===== src/shared/srx_pkg.sv =====
package srx_pkg;
  // ****************************************************************
  // register map
  // ****************************************************************
  localparam logic [3:0] ADDR_CTRL = 4'h0; // control word
  localparam logic [3:0] ADDR_STAT = 4'h1; // sticky status
  localparam logic [3:0] ADDR_CLR = 4'h2; // write-one clear
  localparam logic [3:0] ADDR_IEN = 4'h3; // interrupt enable
  localparam logic [3:0] ADDR_DATA = 4'h4; // receive data
  localparam logic [3:0] ADDR_DIV = 4'h5; // tick divider
  // control fields
  localparam int CTRL_RXEN = 0;
  localparam int CTRL_NINE = 1;
  localparam int CTRL_STANDBY = 2;
  localparam int CTRL_WAKE = 3;
  // status fields
  localparam int ST_FULL = 0;
  localparam int ST_FE = 1;
  localparam int ST_NOISE = 2;
  localparam int ST_IDLE = 3;
  localparam int ST_W = 4;
  // tick layout
  localparam logic [3:0] TICK_S1 = 4'h8;
  localparam logic [3:0] TICK_S2 = 4'h9;
  localparam logic [3:0] TICK_S3 = 4'hA;
  localparam logic [3:0] TICK_LAST = 4'hF;
  localparam logic [2:0] EDGE_HIGHS = 3'h3;
  localparam logic [3:0] IDLE_BITS = 4'hA;
  localparam logic [15:0] DIV_RESET = 16'h0001;
  typedef enum logic [1:0] {
    SRX_HUNT = 2'b00,
    SRX_START = 2'b01,
    SRX_DATA = 2'b11,
    SRX_STOP = 2'b10
  } srx_state_t;
endpackage


===== src/shared/srx_tick_if.sv =====
`timescale 1ns/1ps
interface srx_tick_if;
  logic [15:0] div;
  logic restart;
  logic tick;
  modport gen (input div, input restart, output tick);
  modport use_side (output div, output restart, input tick);
endinterface


===== src/verilog/srx_receiver.sv =====
// Chosen here: the address-and-strobe port and the register offsets.
`timescale 1ns/1ps
// How it works
// - a low sample that fails edge qualification restarts the tick count.
// - a falling edge counts only after three high samples before it.
// - disagreeing samples at ticks 8-10 of a data or stop bit set noise, no restart.
// - in the start bit the samples at ticks 8-10 are not evaluated.
// - a stop bit whose samples vote zero sets the framing error flag, except in standby.
// - a break (all low, no stop bit) also sets the framing error flag.
// - framing error is set in the same cycle as receive full.
// - the stop bit is sampled at ticks 8, 9 and 10 and then finishes.
// - with 8 data bits sampling ends 154 ticks after the start edge.
// - with 9 data bits sampling ends 170 ticks after the start edge.
// - standby masks the receiver interrupt.
// - in standby data is still stored but receive full is not set.
// - a select bit picks idle line or address mark wakeup.
module srx_receiver (
  input wire logic core_clk, // module clock
  input wire logic rst_b, // async reset, low
  input wire logic rxd, // serial line in
  input wire logic [3:0] addr, // register address
  input wire logic [15:0] wdata, // write data
  input wire logic wr, // write strobe
  input wire logic rd, // read strobe
  output logic [15:0] rdata, // read data, next cycle
  output logic irq // level interrupt
);
  srx_tick_if tk ();
  srx_pkg::srx_state_t state_r;
  logic [3:0] ctrl_r;
  logic [srx_pkg::ST_W-1:0] stat_r;
  logic [srx_pkg::ST_W-1:0] ien_r;
  logic [15:0] div_r;
  logic [8:0] data_r;
  logic [8:0] shift_r;
  logic [3:0] phase_r;
  logic [3:0] bitn_r;
  logic [2:0] hist_r;
  logic [2:0] samp_r;
  logic [3:0] idle_r;
  logic [15:0] rdata_r;
  logic done;
  logic full_set;
  logic fe_set;
  logic noise_set;
  logic idle_set;
  logic wake;
  logic maj;
  logic idle_hold;
  logic ctrl_wr;
  logic [3:0] idle_tk_r;
  logic [3:0] nbits;
  logic clr_wr;

  srx_tick_gen u_tick (
    .core_clk(core_clk),
    .rst_b(rst_b),
    .tk(tk)
  );

  // ****************************************************************
  // helper functions
  // ****************************************************************
  // two of three vote
  function automatic logic vote(input logic [2:0] s);
    vote = (s[0] & s[1]) | (s[0] & s[2]) | (s[1] & s[2]);
  endfunction
  // three samples disagree
  function automatic logic split(input logic [2:0] s);
    split = (s != 3'b000) && (s != 3'b111);
  endfunction

  // ****************************************************************
  // sampling state machine
  // ****************************************************************
  assign tk.div = div_r;
  assign nbits = ctrl_r[srx_pkg::CTRL_NINE] ? 4'h9 : 4'h8;
  assign maj = vote({samp_r[1:0], rxd});
  // hunt restarts the divider when a low appears without qualification
  assign tk.restart = (state_r == srx_pkg::SRX_HUNT) && tk.tick &&
                      !rxd && (hist_r != 3'b111);
  // end of stop bit sampling at tick 10 of the last bit time
  assign done = tk.tick && (state_r == srx_pkg::SRX_STOP) &&
                (phase_r == srx_pkg::TICK_S3);
  assign fe_set = done && !maj;
  assign full_set = done && !ctrl_r[srx_pkg::CTRL_STANDBY];
  assign noise_set = tk.tick && (phase_r == srx_pkg::TICK_S3) &&
                     (state_r == srx_pkg::SRX_DATA ||
                      state_r == srx_pkg::SRX_STOP) &&
                     split({samp_r[1:0], rxd});

  // high-sample history for edge qualification
  always_ff @(posedge core_clk or negedge rst_b) begin
    if (!rst_b) begin
      hist_r <= 3'b111; // line idles high
    end else if (tk.tick) begin
      hist_r <= {hist_r[1:0], rxd};
    end
  end

  // tick samples 8 and 9 of each bit; the tick 10 sample is rxd itself
  always_ff @(posedge core_clk or negedge rst_b) begin
    if (!rst_b) begin
      samp_r <= 3'b000;
    end else if (tk.tick && (phase_r == srx_pkg::TICK_S1 ||
                             phase_r == srx_pkg::TICK_S2)) begin
      samp_r <= {samp_r[1:0], rxd};
    end
  end

  // frame sequencing: start, data bits, stop
  always_ff @(posedge core_clk or negedge rst_b) begin
    if (!rst_b) begin
      state_r <= srx_pkg::SRX_HUNT;
      phase_r <= 4'h0;
      bitn_r <= 4'h0;
      shift_r <= 9'h000;
    end else if (!ctrl_r[srx_pkg::CTRL_RXEN]) begin
      state_r <= srx_pkg::SRX_HUNT;
      phase_r <= 4'h0;
    end else if (tk.tick) begin
      unique case (state_r)
        srx_pkg::SRX_HUNT: begin
          // three highs then a low make a start edge
          if (!rxd && hist_r == 3'b111) begin
            state_r <= srx_pkg::SRX_START;
            phase_r <= 4'h1;
            bitn_r <= 4'h0;
            shift_r <= 9'h000;
          end
        end
        srx_pkg::SRX_START: begin
          // start bit runs its 16 ticks, its samples are not voted
          phase_r <= phase_r + 4'h1;
          if (phase_r == srx_pkg::TICK_LAST) begin
            state_r <= srx_pkg::SRX_DATA;
          end
        end
        srx_pkg::SRX_DATA: begin
          phase_r <= phase_r + 4'h1;
          if (phase_r == srx_pkg::TICK_S3) begin
            // lsb first, shifted in from the top of the word
            if (ctrl_r[srx_pkg::CTRL_NINE]) begin
              shift_r <= {maj, shift_r[8:1]};
            end else begin
              shift_r <= {1'b0, maj, shift_r[7:1]};
            end
          end
          if (phase_r == srx_pkg::TICK_LAST) begin
            bitn_r <= bitn_r + 4'h1;
            if (bitn_r + 4'h1 == nbits) begin
              state_r <= srx_pkg::SRX_STOP;
            end
          end
        end
        srx_pkg::SRX_STOP: begin
          // finish at tick 10: 16*(n+1)+10 ticks from the edge
          phase_r <= phase_r + 4'h1;
          if (phase_r == srx_pkg::TICK_S3) begin
            state_r <= srx_pkg::SRX_HUNT;
            phase_r <= 4'h0;
          end
        end
      endcase
    end
  end

  // received word, loaded even in standby
  always_ff @(posedge core_clk or negedge rst_b) begin
    if (!rst_b) begin
      data_r <= 9'h000;
    end else if (done) begin
      data_r <= shift_r;
    end
  end

  // ****************************************************************
  // idle detect and wakeup
  // ****************************************************************
  // any low, any frame or a control write starts the idle span afresh,
  // so standby entered on an already quiet line still waits a full span
  assign idle_hold = (state_r != srx_pkg::SRX_HUNT) || !rxd || ctrl_wr;

  // ticks within the current high bit time
  always_ff @(posedge core_clk or negedge rst_b) begin
    if (!rst_b) begin
      idle_tk_r <= 4'h0;
    end else if (idle_hold) begin
      idle_tk_r <= 4'h0;
    end else if (tk.tick) begin
      idle_tk_r <= idle_tk_r + 4'h1;
    end
  end

  // whole high bit times, saturating
  always_ff @(posedge core_clk or negedge rst_b) begin
    if (!rst_b) begin
      idle_r <= 4'h0;
    end else if (idle_hold) begin
      idle_r <= 4'h0;
    end else if (tk.tick && idle_tk_r == srx_pkg::TICK_LAST &&
                 idle_r != 4'hF) begin
      idle_r <= idle_r + 4'h1;
    end
  end

  // idle line once the last of the high bit times completes
  assign idle_set = tk.tick && !idle_hold &&
                    (idle_tk_r == srx_pkg::TICK_LAST) &&
                    (idle_r == srx_pkg::IDLE_BITS - 4'h1);
  // wake select: 0 idle line, 1 address mark in the msb
  assign wake = ctrl_r[srx_pkg::CTRL_STANDBY] &&
                (ctrl_r[srx_pkg::CTRL_WAKE] ?
                 (done && (ctrl_r[srx_pkg::CTRL_NINE] ? shift_r[8]
                                                      : shift_r[7]))
                 : idle_set);

  // ****************************************************************
  // register file
  // ****************************************************************
  assign clr_wr = wr && (addr == srx_pkg::ADDR_CLR);
  assign ctrl_wr = wr && (addr == srx_pkg::ADDR_CTRL);

  // control; standby cleared by hardware wakeup, a write wins
  always_ff @(posedge core_clk or negedge rst_b) begin
    if (!rst_b) begin
      ctrl_r <= 4'h0;
    end else if (ctrl_wr) begin
      ctrl_r <= wdata[3:0];
    end else if (wake) begin
      ctrl_r[srx_pkg::CTRL_STANDBY] <= 1'b0;
    end
  end

  // clocks per oversample tick
  always_ff @(posedge core_clk or negedge rst_b) begin
    if (!rst_b) begin
      div_r <= srx_pkg::DIV_RESET;
    end else if (wr && addr == srx_pkg::ADDR_DIV) begin
      div_r <= wdata;
    end
  end

  // interrupt enables, same layout as status
  always_ff @(posedge core_clk or negedge rst_b) begin
    if (!rst_b) begin
      ien_r <= '0;
    end else if (wr && addr == srx_pkg::ADDR_IEN) begin
      ien_r <= wdata[srx_pkg::ST_W-1:0];
    end
  end

  // sticky status, set beats clear
  always_ff @(posedge core_clk or negedge rst_b) begin
    if (!rst_b) begin
      stat_r <= '0;
    end else begin
      stat_r[srx_pkg::ST_FULL] <= full_set |
        (stat_r[srx_pkg::ST_FULL] & ~(clr_wr & wdata[srx_pkg::ST_FULL]));
      stat_r[srx_pkg::ST_FE] <= (fe_set & full_set) |
        (stat_r[srx_pkg::ST_FE] & ~(clr_wr & wdata[srx_pkg::ST_FE]));
      stat_r[srx_pkg::ST_NOISE] <= noise_set |
        (stat_r[srx_pkg::ST_NOISE] & ~(clr_wr & wdata[srx_pkg::ST_NOISE]));
      stat_r[srx_pkg::ST_IDLE] <= idle_set |
        (stat_r[srx_pkg::ST_IDLE] & ~(clr_wr & wdata[srx_pkg::ST_IDLE]));
    end
  end

  // read data one cycle after strobe
  always_ff @(posedge core_clk or negedge rst_b) begin
    if (!rst_b) begin
      rdata_r <= 16'h0000;
    end else if (rd) begin
      unique case (addr)
        srx_pkg::ADDR_CTRL: rdata_r <= {12'h000, ctrl_r};
        srx_pkg::ADDR_STAT: rdata_r <= {12'h000, stat_r};
        srx_pkg::ADDR_IEN: rdata_r <= {12'h000, ien_r};
        srx_pkg::ADDR_DATA: rdata_r <= {7'h00, data_r};
        srx_pkg::ADDR_DIV: rdata_r <= div_r;
        default: rdata_r <= 16'h0000;
      endcase
    end else begin
      rdata_r <= 16'h0000;
    end
  end
  assign rdata = rdata_r;
  // interrupt masked in standby
  assign irq = |(stat_r & ien_r) & ~ctrl_r[srx_pkg::CTRL_STANDBY];
endmodule


===== src/verilog/srx_tick_gen.sv =====
`timescale 1ns/1ps
module srx_tick_gen (
  input wire logic core_clk, // module clock
  input wire logic rst_b, // async reset, low
  srx_tick_if.gen tk // divider and tick
);
  logic [15:0] cnt_r;
  logic tick_r;
  // ****************************************************************
  // oversample tick divider
  // ****************************************************************
  // divide core clock into one tick pulse per divider period
  always_ff @(posedge core_clk or negedge rst_b) begin
    if (!rst_b) begin
      cnt_r <= 16'h0000;
      tick_r <= 1'b0;
    end else if (tk.restart) begin
      cnt_r <= 16'h0000;
      tick_r <= 1'b0;
    end else if (cnt_r + 16'h0001 >= tk.div) begin
      cnt_r <= 16'h0000;
      tick_r <= 1'b1;
    end else begin
      cnt_r <= cnt_r + 16'h0001;
      tick_r <= 1'b0;
    end
  end
  assign tk.tick = tick_r;
endmodule


===== config.mk =====
export PLATFORM = sky130hd
export DESIGN_NAME = srx_receiver
export DESIGN_NICKNAME = d
export VERILOG_FILES = /design/src/shared/srx_pkg.sv /design/src/shared/srx_tick_if.sv /design/src/verilog/srx_receiver.sv /design/src/verilog/srx_tick_gen.sv
export SDC_FILE = /design/constraint.sdc
export NUM_CORES = 1
export LEC_CHECK = 0
export BUFFER_PORTS_ARGS = -buffer_cell sky130_fd_sc_hd__buf_2
export CAP_MARGIN = 25
export CORE_UTILIZATION = 50
export DETAILED_ROUTE_END_ITERATION = 8
export GPL_ROUTABILITY_DRIVEN = 0
export PLACE_DENSITY = 0.77
export SLEW_MARGIN = 0
export SYNTH_ARGS = -nofsm -noshare
export SYNTH_HDL_FRONTEND = slang
export SYNTH_HIERARCHICAL = 1
export SYNTH_SLANG_ARGS = --single-unit

===== constraint.sdc =====
create_clock -name core_clk -period 6.85 [get_ports core_clk]
set_input_delay 1.37 -clock core_clk [delete_from_list [all_inputs] [get_ports core_clk]]
set_output_delay 1.37 -clock core_clk [all_outputs]
set_load 0.02 [all_outputs]

==> results of run 1 <==
## how the worst max path moves through the flow
stage	end	slack, ns	cells past startpoint
6_report	u_tick/cnt_r[13]	3.83	9
5_1_grt	u_tick/cnt_r[12]	3.59	9
4_1_cts	u_tick/cnt_r[13]	3.80	9
3_5_place_dp	shift_r[2]	3.70	5
3_3_place_gp	div_r[14]	3.83	5
2_1_floorplan	div_r[10]	4.20	6
## flip-flops by register name, summed over array words and instances, names as in the netlist
signal          flops
rdata              16
u_tick/cnt_r       16
idle_r              4
div_r              16
shift_r             9
hist_r              3
ctrl_r              4
ien_r               4
state_r             2
idle_tk_r           4
u_tick/tk.tick      1
bitn_r              4
phase_r             4
data_r              9
stat_r              4
samp_r              2
## layout make-up
type	count	area, sq um
clock buffer	9	123.9
tap	136	170.2
timing repair buffer	42	215.2
sequential	102	2557
multi-input combinational	330	2581
fill	894	4508
inverter	30	112.6
clock inverter	7	55.05
## cells by family (layout without fill, tap and decap cells)
group,Yosys count,after routing
compound gates,71,71
simple gates,164,164
fa+ha+maj,31,31
flops,102,102
xor+xnor,20,20
mux,44,44
buf+inv,43,88
## per-layer routing
metal  up-vias  routed length (um)  global-route usage (%)
met5         -                   0                       0
li1       1768                   -                       -
met3        20                 374                   4.242
met1      1777                4848                   26.32
met4         0                 229                   7.243
met2        72                5274                   35.48
## per-stage QoR
stage	total power, mW	setup slack, ns	util (%)
after floorplan	0.9796	4.201	-
after global placement	1.054	3.832	54.60
after detailed placement	1.071	3.698	54.60
after CTS	1.430	3.795	56.33
after global routing	1.495	3.588	56.33
final	1.418	3.827	56.33
## critical path, delay by kind of cell, from the launching register on
kind            cells  cell delay [ns]
flops               1             0.42
simple gates        4             0.88
compound gates      2             0.87
xor+xnor            1             0.15
fa+ha+maj           2             0.56
## power by group through the flow
stage          clock [mW]  combinational, mW  sequential, mW
2_1_floorplan           0              0.243           0.736
3_3_place_gp            0              0.299           0.756
3_5_place_dp            0              0.312           0.759
4_1_cts             0.367              0.315           0.748
5_1_grt             0.390              0.345           0.761
6_report            0.356              0.313           0.749
## synthesized netlist by cell type (6+ instances only)
cell type	number
dfrtp_1	98
nand2_1	49
ha_1	30
inv_1	29
mux2_1	22
nor2_1	21
o21ai_0	16
mux2_2	15
nand3_1	14
xor2_1	12
nor3b_1	11
a22oi_1	10
nand4_1	10
a21oi_1	8
and2_1	8
nor3_1	8
o21ai_1	8
xnor2_1	8
nand2b_1	6
==> results.yml, run 1 <==
setup_path:
  cp-end-kind: "flip-flop"
  ff2ff_path_depth: 9
  cp_data_required_time_ns: 7.07
  critical_path.cell_chain: "ha_1 -> nand4_1 -> nor3_1 -> xor2_1 -> ha_1 -> and4_4 -> o2111ai_4 -> o311ai_4 -> nor3b_1"
  worst_r2r_endpoint: "u_tick/cnt_r[13]"
  reg2reg_from: "u_tick/cnt_r[0]"
  cp-start-kind: "flip-flop"
  startpoint: "u_tick/cnt_r[0]"
  max_stage_delay_ns: 0.72
  timing.critical_path.fanout_max: 16
  worst-r2r-setup-slack_ns: 3.83
  setup.worst_path.class: "flip-flop to flip-flop"
  worstPathArrival_ns: 3.24
  crit_path_top_delay_cell: "o311ai_4"
  cell_seen_most_often_among_critical_path_stages: "ha_1"
drt:
  detail_route.drc_violations: 0
  postRouteWirelength_um: 10730
  drt.antenna.violating_nets: 0
  drt_iter0_drc: 184
  detailroute.via_count: 3637
  wl_per_cell_um: 16.35
  drt_first_pass_iters: 4
  post_detailed_route_via_to_cell_ratio: 5.544
floorplanning:
  die-area_sq_um: 11060
  floorplan.initialDensity_pct: 51.55
  die_h_um: 105.2
  std_cell_rows: 37
  floorplan.die.width_um: 105.2
  floorplan.io_pins: 42
  core-area_sq_um: 10320
timing:
  worst_clock_skew_ns: 0.01572
  slew_headroom_pct: 40.30
  final.min_clock_period_ns: 3.023
  final_min_period_over_clock_period_pct: 44.13
  fmaxAchievable_ghz: 0.3308
  setup_viol_count_final: 0
  whs_ns: 0.4979
  final_hold_viol_count: 0
  setup_total_negative_slack_ns: 0
  rsz_0062_raised_after_global_routing: "false"
  tightestPinTransition_ns: 0.8955
  maxSlewViolCount: 0
pwr:
  share_comb_of_total_power_pct: 22.1
  ir_drop_uv: 153.3
  leak_pwr_nw: 2.707
  seq_power_share_pct: 52.8
  power_switching_mw: 0.4620
  power_density_nw_per_um2: 243.8
  clock_power_share_pct: 25.1
  power_switching_share_pct: 32.59
  internal-power_mw: 0.9558
synthesis:
  basic_gate_share_of_the_synthesized_area_counting_and_or_nand_and_nor_cells_pct: 18.22
  synthXorXnorAreaFrac_pct: 3.292
  synthesis.area_sq_um: 5321
  synth-compound-area-share_pct: 10.13
  synth_fa_ha_area_share_pct: 7.242
  synth-seq-cells: 102
  largest_family_of_logic_cells_by_synthesized_area: "simple AND/OR/NAND/NOR gates"
  synthesis.area_per_instance_sq_um: 11.20
  ys_warn_count: 6
  netlist.area_leader.share_pct: 46.09
  synth_cell_type_count: 72
  synth_cells: 475
  synthMuxAreaShare_pct: 9.617
  netlist.top_cell.by_area: "dfrtp_1"
  netlist_top_cells_area: "dfrtp_1 46%, ha_1 7.1%, mux2_1 4.7%, nand2_1 3.5%, mux2_2 3.2%"
  synth_edf_count: 0
  asyncSetResetFlopFracSynth_pct: 100.0
  synth_nets: 530
  synth_seq_area_share_pct: 48.06
  synth_flop_cell: "dfrtp_1"
cells_and_area:
  instances_no_fill: 656
  insertedDiodeCount: 0
  layout_commonest_cell: "dfrtp_1"
  finish.net_count: 570
  drive_gt1_share_pct: 19.42
  stdcell_area_sq_um: 5816
  final_cell_mix: "98 x dfrtp_1, 49 x nand2_1, 40 x buf_2"
  flow.area_growth_from_synthesis_pct: 9.288
cts:
  cts_setup_buffers: 0
  clock_net_sink_count: 102
  h-tree-depth: 3
  hold_buffers: 0
  cts_tree: "done"
  clk-insertion-delay-late_ns: 0.38
  post_cts_resize_count: 0
  ctsLongestPathBuffers: 2
  clk_transition_reported_paths_ns: 0.11
  root_buffer: "clkbuf_8"
  total_clock_buffers_created_by_cts: 9
place:
  numPlacedInstances: 640
  detailed_place_hpwl_um: 7926
  post_dp_cell_area_sq_um: 5637
  placement.io_buffers: 41
worst_hold_path:
  hp-class: "flip-flop to flip-flop"
  timing.hold.worst_endpoint: "shift_r[0]"
  hold_path_depth: 2
  min_from: "shift_r[0]"
grt:
  total_routing_resource_utilization_after_global_routing_pct: 20.82
  global_route.overflow_total: 0
  grt_pass1_wl_um: 17950
  grt_antenna_before_repair: 0
  grt_pass1_vias: 3720
  grt_start_max_net_pins: 67
status:
  run_status: "finished, final reports clean"
job:
  timing.max_cap.violations: 0
(Power assumes the default switching activity.)
==> run 2: changes to the inputs <==
Settings changed: ABC_AREA set to 1, PLACE_DENSITY 0.77 to 0.8.
Clock period 6.85 ns to 2.51 ns, I/O delays scaled along.
==> run 2 against run 1 <==
Compared with the run above: synthesized area is 3.4% higher; the flow now finishes with violations (negative setup slack); critical path depth is 6 higher; hold slack worse by 0.49 ns; setup slack worse by 3.9 ns; non-clock buffer count is 13 higher; core utilization is 3.1 points higher; maximum frequency is 18% higher.
==> results.yml, run 2 <==
synthesis:
  synth_nets: 748
  asyncSetResetFlopFracSynth_pct: 100.0
  ys_warn_count: 6
  synth_cells: 693
  synthTopCellsByCount: "224 x nand2_1, 98 x dfrtp_1, 86 x inv_1"
  synth_edf_count: 0
  netlist.top_cell.by_area: "dfrtp_1"
  synth_flop_cell: "dfrtp_1"
  post-synth-top-count-cell: "nand2_1"
  synthesis.area_sq_um: 5504
  synth_seq_area_share_pct: 46.47
  netlist.area_leader.share_pct: 44.56
  synth-seq-cells: 102
  synth_cell_type_count: 39
  netlist_top_cells_area: "dfrtp_1 45%, nand2_1 15%, ha_1 6.8%, inv_1 5.9%, nand3_1 4.5%"
  synthesis.area_per_instance_sq_um: 7.942
cells_and_area:
  finish.net_count: 800
  flow.area_growth_from_synthesis_pct: 13.48
  fill_cells: 876
  insertedDiodeCount: 0
  final_cell_mix: "219 x nand2_1, 95 x dfrtp_1, 85 x inv_1"
  multi_input_area_sq_um: 2655
  finalCoreUtilization_pct: 59.44
  layout_commonest_cell: "nand2_1"
  drive_gt1_share_pct: 18.80
  area.sequential_sq_um: 2561
timing:
  fmaxAchievable_ghz: 0.3899
  tightestPinTransition_ns: 0.6153
  final_min_period_over_clock_period_pct: 102.2
  final_hold_viol_count: 0
  setup_viol_count_final: 8
  postLayoutSetupSlackWorst_ns: -0.05447
  maxSlewViolCount: 0
  worst_clock_skew_ns: 0.01291
  final.min_clock_period_ns: 2.564
  setup_total_negative_slack_ns: -0.2737
  rsz_0062_raised_after_global_routing: "true"
  slew_headroom_pct: 58.88
setup_path:
  setup.worst_path.class: "flip-flop to flip-flop"
  timing.critical_path.fanout_max: 8
  max_stage_delay_ns: 0.42
  cp-start-kind: "flip-flop"
  worstPathArrival_ns: 2.87
  cp-end-kind: "flip-flop"
  cp_data_required_time_ns: 2.81
  critical_path.cell_chain: "ha_4 -> nand2_4 -> nor2_4 -> nand3_4 -> nor2_8 -> nand2_2 -> nor2_1 -> nor2_1 -> inv_1 -> ha_4 -> nand4_1 -> a21oi_2 -> nor2_4 -> nand3_4 -> nor2_2"
  cp.buffers_inverters: 1
  crit_path_top_delay_cell: "dfrtp_1"
  worst_path_dominant_cell_family: "simple AND/OR/NAND/NOR gates"
drt:
  postRouteWirelength_um: 12410
  drt.antenna.violating_nets: 0
  drt_first_pass_iters: 5
  detail_route.drc_violations: 0
  drt_iter0_drc: 337
  wl_per_cell_um: 14.00
  detailroute.via_count: 4658
  post_detailed_route_via_to_cell_ratio: 5.257
job:
  timing.max_cap.violations: 0
cts:
  cts_tree: "done"
  h-tree-depth: 3
  root_buffer: "clkbuf_8"
  clk-insertion-delay-late_ns: 0.37
  ctsLongestPathBuffers: 2
  clock_net_sink_count: 102
  clk_transition_reported_paths_ns: 0.10
  hold_buffers: 0
  total_clock_buffers_created_by_cts: 9
floorplanning:
  std_cell_rows: 37
  floorplan.io_pins: 42
  die_h_um: 106.9
  die-area_sq_um: 11430
  core-area_sq_um: 10510
  floorplan.die.width_um: 106.9
  floorplan.initialDensity_pct: 52.38
place:
  detailed_place_hpwl_um: 8795
  placement.io_buffers: 41
  pre_cts_slack_ns: -0.06183
grt:
  grt_start_max_net_pins: 57
  grt_antenna_before_repair: 0
  global_route.overflow_total: 0
  total_routing_resource_utilization_after_global_routing_pct: 22.26
  grt_pass1_wl_um: 20010
  grt_pass1_vias: 4470
pwr:
  power_density_nw_per_um2: 655.5
  ir_drop_uv: 365.4
  power_mw: 4.094
  leak_pwr_nw: 3.338
status:
  violations: "negative setup slack"
  run_status: "complete, but fails checks"
worst_hold_path:
  hp-class: "input pin to async pin"
-- run 2: changes by cell type after synthesis, moves of 10 or more --
cell	change
o21ai_0	+14
a21oi_1	+19
nor2_1	+38
nand3_1	+35
inv_1	+57
mux2_1	-22
mux2_2	-15
a22oi_1	-10
nor3b_1	-10
nand2_1	+175
-- run 2: per-layer routing --
| layer | GRT usage, % | wire length, um |
|---|---|---|
| met1 | 26.86 | 5135 |
| met2 | 39.12 | 6327 |
| met3 | 4.498 | 548 |
| met5 | 0 | 0 |
| met4 | 8.317 | 394 |
-- run 2: timing repair --
action,in CTS,in global routing
pin swaps,0,21
endpoints found under the setup margin,16,17
cloned,0,1
gates resized for setup,1,34
buffers inserted,0,8
-- run 2: report_power, final --
group          switching (mW)  internal [mW]
clock                   0.583          0.393
combinational           0.675          0.408
sequential              0.194           1.84
-- run 2: area by class of cell --
cell class | count | share of cell area [%]
Multi-Input combinational cell | 483 | 42.51
Sequential cell | 102 | 41.01
Inverter | 94 | 5.649
Timing Repair Buffer | 55 | 5.208
Tap cell | 136 | 2.724
Clock buffer | 10 | 2.204
Clock inverter | 6 | 0.7011
-- run 2: per-stage QoR --
step / cell area [sq um] / hold slack, ns / std cells
final: 6246 / 0.009258 / 886
after detailed placement: 5856 / 0.4113 / 861
after floorplan: 5504 / 0.2064 / 693
after CTS: 6045 / 0.005969 / 877
after global routing: 6246 / 0.01752 / 886
after global placement: 5856 / 0.4094 / 861
-- run 2: final timing paths --
check / start / end / slack [ns] / depth (start not counted)
max in group asynchronous: rst_b / div_r[0] / 1.82 / 2
worst max-delay path: u_tick/cnt_r[1] / u_tick/cnt_r[0] / -0.05 / 15
worst max register to register: u_tick/cnt_r[1] / u_tick/cnt_r[0] / -0.05 / 15
worst min-delay path: rst_b / bitn_r[3] / 0.009 / 1
worst min register to register: hist_r[2] / hist_r[2] / 0.49 / 2
min in group core_clk: wdata[6] / div_r[6] / 0.36 / 3
-- run 2: cell families after synthesis --
logic type                 after synthesis  synth area share, %
adders and majority gates               30                6.820
buffers and inverters                  109                7.933
xor gates and xnor gates                 9                1.569
AOI/OAI and AO/OA                       73                7.411
DFF                                    102                46.47
and+or+nand+nor                        370                29.80
==> run 3: changes to the inputs <==
Settings changed: HOLD_SLACK_MARGIN set to 0.03, SYNTH_HIERARCHICAL 1 to not set.
==> run 3 against run 2 <==
Compared with the run above: the flow still finishes with violations (negative setup slack); sequential cell count unchanged; maximum frequency rose by 0.17%; first-iteration DRC count rose by 11%; cell area up 0.76%; routed wire length up 2.4%; via count rose by 0.28%; final cell count down 3.6%; register-to-register slack is essentially flat; clock power is essentially flat; clock skew about the same; setup slack better by 0.0043 ns; largest cell class unchanged; highest routed layer unchanged.
==> results.yml, run 3 <==
timing:
  setup_viol_count_final: 17
  final.min_clock_period_ns: 2.560
  tightestPinTransition_ns: 0.7062
  final_hold_viol_count: 0
  maxSlewViolCount: 0
  worst_clock_skew_ns: 0.01254
  postLayoutSetupSlackWorst_ns: -0.05021
  rsz_0062_raised_after_global_routing: "true"
  final_min_period_over_clock_period_pct: 102.0
  whs_ns: 0.1444
  fmaxAchievable_ghz: 0.3906
  slew_headroom_pct: 52.92
pwr:
  share_comb_of_total_power_pct: 12.5
  clock_power_share_pct: 31.3
  ir_drop_uv: 281.2
  power_switching_share_pct: 28.21
  seq_power_share_pct: 56.1
  power_mw: 3.203
  power_switching_mw: 0.9037
  leak_pwr_nw: 3.111
  power_density_nw_per_um2: 509.0
  internal-power_mw: 2.300
synthesis:
  synth_edf_count: 0
  synth_nets: 708
  synth_flop_cell: "dfrtp_1"
  synth_cell_type_count: 37
  netlist_top_cells_area: "dfrtp_1 46%, nand2_1 11%, ha_1 7.0%, inv_1 5.8%, nor2_1 4.7%"
  netlist.area_leader.share_pct: 45.82
  asyncSetResetFlopFracSynth_pct: 100.0
  ys_warn_count: 0
  post-synth-top-count-cell: "nand2_1"
  synth_seq_area_share_pct: 47.78
  synthesis.area_per_instance_sq_um: 8.197
  netlist.top_cell.by_area: "dfrtp_1"
  synth-seq-cells: 102
  synth_cells: 653
  synthTopCellsByCount: "157 x nand2_1, 98 x dfrtp_1, 82 x inv_1"
  synthesis.area_sq_um: 5353
setup_path:
  reg2reg_from: "u_tick.cnt_r[5]"
  cp-end-kind: "flip-flop"
  setup.worst_path.class: "flip-flop to flip-flop"
  ff2ff_path_depth: 16
  worstPathArrival_ns: 2.82
  cp_data_required_time_ns: 2.77
  worst_r2r_endpoint: "u_tick.cnt_r[14]"
  cp-start-kind: "flip-flop"
  worst-r2r-setup-slack_ns: -0.05
  timing.critical_path.fanout_max: 6
cts:
  cts_tree: "done"
  clk-insertion-delay-late_ns: 0.38
  clock_net_sink_count: 102
  h-tree-depth: 3
  ctsLongestPathBuffers: 2
  total_clock_buffers_created_by_cts: 9
  root_buffer: "clkbuf_8"
  clk_transition_reported_paths_ns: 0.10
place:
  placement.io_buffers: 41
  numPlacedInstances: 822
  pre_cts_slack_ns: -0.08464
  detailed_place_hpwl_um: 8684
  post_dp_cell_area_sq_um: 5722
grt:
  grt_pass1_wl_um: 19240
  grt_pass1_vias: 4185
  global_route.overflow_total: 0
  total_routing_resource_utilization_after_global_routing_pct: 21.98
  grt_start_max_net_pins: 53
  grt_antenna_before_repair: 0
floorplanning:
  floorplan.io_pins: 42
  floorplan.initialDensity_pct: 51.62
  floorplan.die.width_um: 105.5
  std_cell_rows: 37
  die_h_um: 105.5
  die-area_sq_um: 11120
  core-area_sq_um: 10370
drt:
  drt.antenna.violating_nets: 0
  drt_first_pass_iters: 5
  post_detailed_route_via_to_cell_ratio: 5.470
  postRouteWirelength_um: 12700
  detail_route.drc_violations: 0
  detailroute.via_count: 4671
  drt_iter0_drc: 373
  wl_per_cell_um: 14.87
job:
  timing.max_cap.violations: 0
status:
  run_status: "complete, but fails checks"
  violations: "negative setup slack"
cells_and_area:
  final_cell_mix: "147 x nand2_1, 93 x dfrtp_1, 80 x inv_1"
  drive_gt1_share_pct: 20.61
  insertedDiodeCount: 0
  finish.net_count: 768
  stdcell_area_sq_um: 6294
  layout_commonest_cell: "nand2_1"
  instances_no_fill: 854
  flow.area_growth_from_synthesis_pct: 17.58
worst_hold_path:
  hp-class: "input pin to async pin"
run 3: changes by cell type after synthesis, moves of 7 or more:
cell,delta
o21ai_0,+13
nand2_1,-67
nor3_1,+13
nor2_1,+8
nand3_1,-13
a21oi_1,+9
o21ai_1,+7
o22ai_1,+10
o21ai_2,-7
run 3: metrics by stage:
| step | utilization [%] | setup TNS [ns] |
|---|---|---|
| 2_1_floorplan | - | 0 |
| 3_3_place_gp | 55.18 | 0 |
| 3_5_place_dp | 55.18 | -0.5353 |
| 4_1_cts | 57.75 | -0.04118 |
| 5_1_grt | 60.69 | -2.518 |
| 6_report | 60.69 | -0.6686 |
run 3: worst max-delay path by stage:
stage	endpoint	slack, ns	cells past startpoint	start
2_1_floorplan	u_tick.cnt_r[10]	0.22	14	u_tick.cnt_r[0]
3_3_place_gp	u_tick.cnt_r[10]	0.09	15	u_tick.cnt_r[0]
3_5_place_dp	u_tick.cnt_r[12]	-0.08	15	u_tick.cnt_r[0]
4_1_cts	u_tick.tk.tick	-0.04	16	u_tick.cnt_r[0]
5_1_grt	u_tick.cnt_r[0]	-0.16	13	u_tick.cnt_r[5]
6_report	u_tick.cnt_r[14]	-0.05	16	u_tick.cnt_r[5]
run 3: critical path, stage by stage (launching register included):
cell	delay (ns)
dfrtp_1	0.43
buf_6	0.13
inv_4	0.03
nor3_4	0.25
nand2_4	0.11
nor2_2	0.12
nand2_1	0.08
and2_4	0.15
ha_4	0.25
nand2_2	0.05
inv_2	0.06
nand3_2	0.09
nor3_4	0.26
nand2_2	0.09
nand3_4	0.16
buf_16	0.15
nor2_2	0.04
run 3: kinds of logic (layout without fill, tap and decap cells):
kind of cell,Yosys count,count (layout),synth area share [%]
simple gates,304,304,25.18
compound gates,105,105,10.36
flops,102,102,47.78
buf+inv,99,164,7.363
fa+ha+maj,30,30,7.013
xor+xnor,12,12,2.104
mux,1,1,0.2104
run 3: layout make-up:
class                   count  area [sq um]
fillers                   827          4076
multi-input cells         452          2620
flip-flops and latches    102          2564
repair buffers             62         421.7
inverters                  86         327.8
well taps                 136         170.2
clock buffers              12         155.1
clock inverters             4         35.03
run 3: repair_timing:
item,CTS,global route
hold buffers,0,0
cloned,1,0
gates resized for setup,9,54
pin swaps,5,17
endpoints found under the setup margin,12,17
buffers inserted,2,13
run 3: per-layer routing:
layer  up-vias  routed length [um]  track usage (%)
met2       192                6079            35.62
met3        43                 814            3.401
met5         -                   0                0
li1       2212                   -                -
met1      2224                5379            28.91
met4         0                 428            10.46
run 3: power by group through the flow:
stage	clock network, mW	logic, mW	registers (mW)
2_1_floorplan	0	0.233	1.81
3_3_place_gp	0	0.343	1.83
3_5_place_dp	0	0.362	1.83
4_1_cts	1.02	0.369	1.80
5_1_grt	1.09	0.452	1.81
6_report	1.00	0.402	1.80
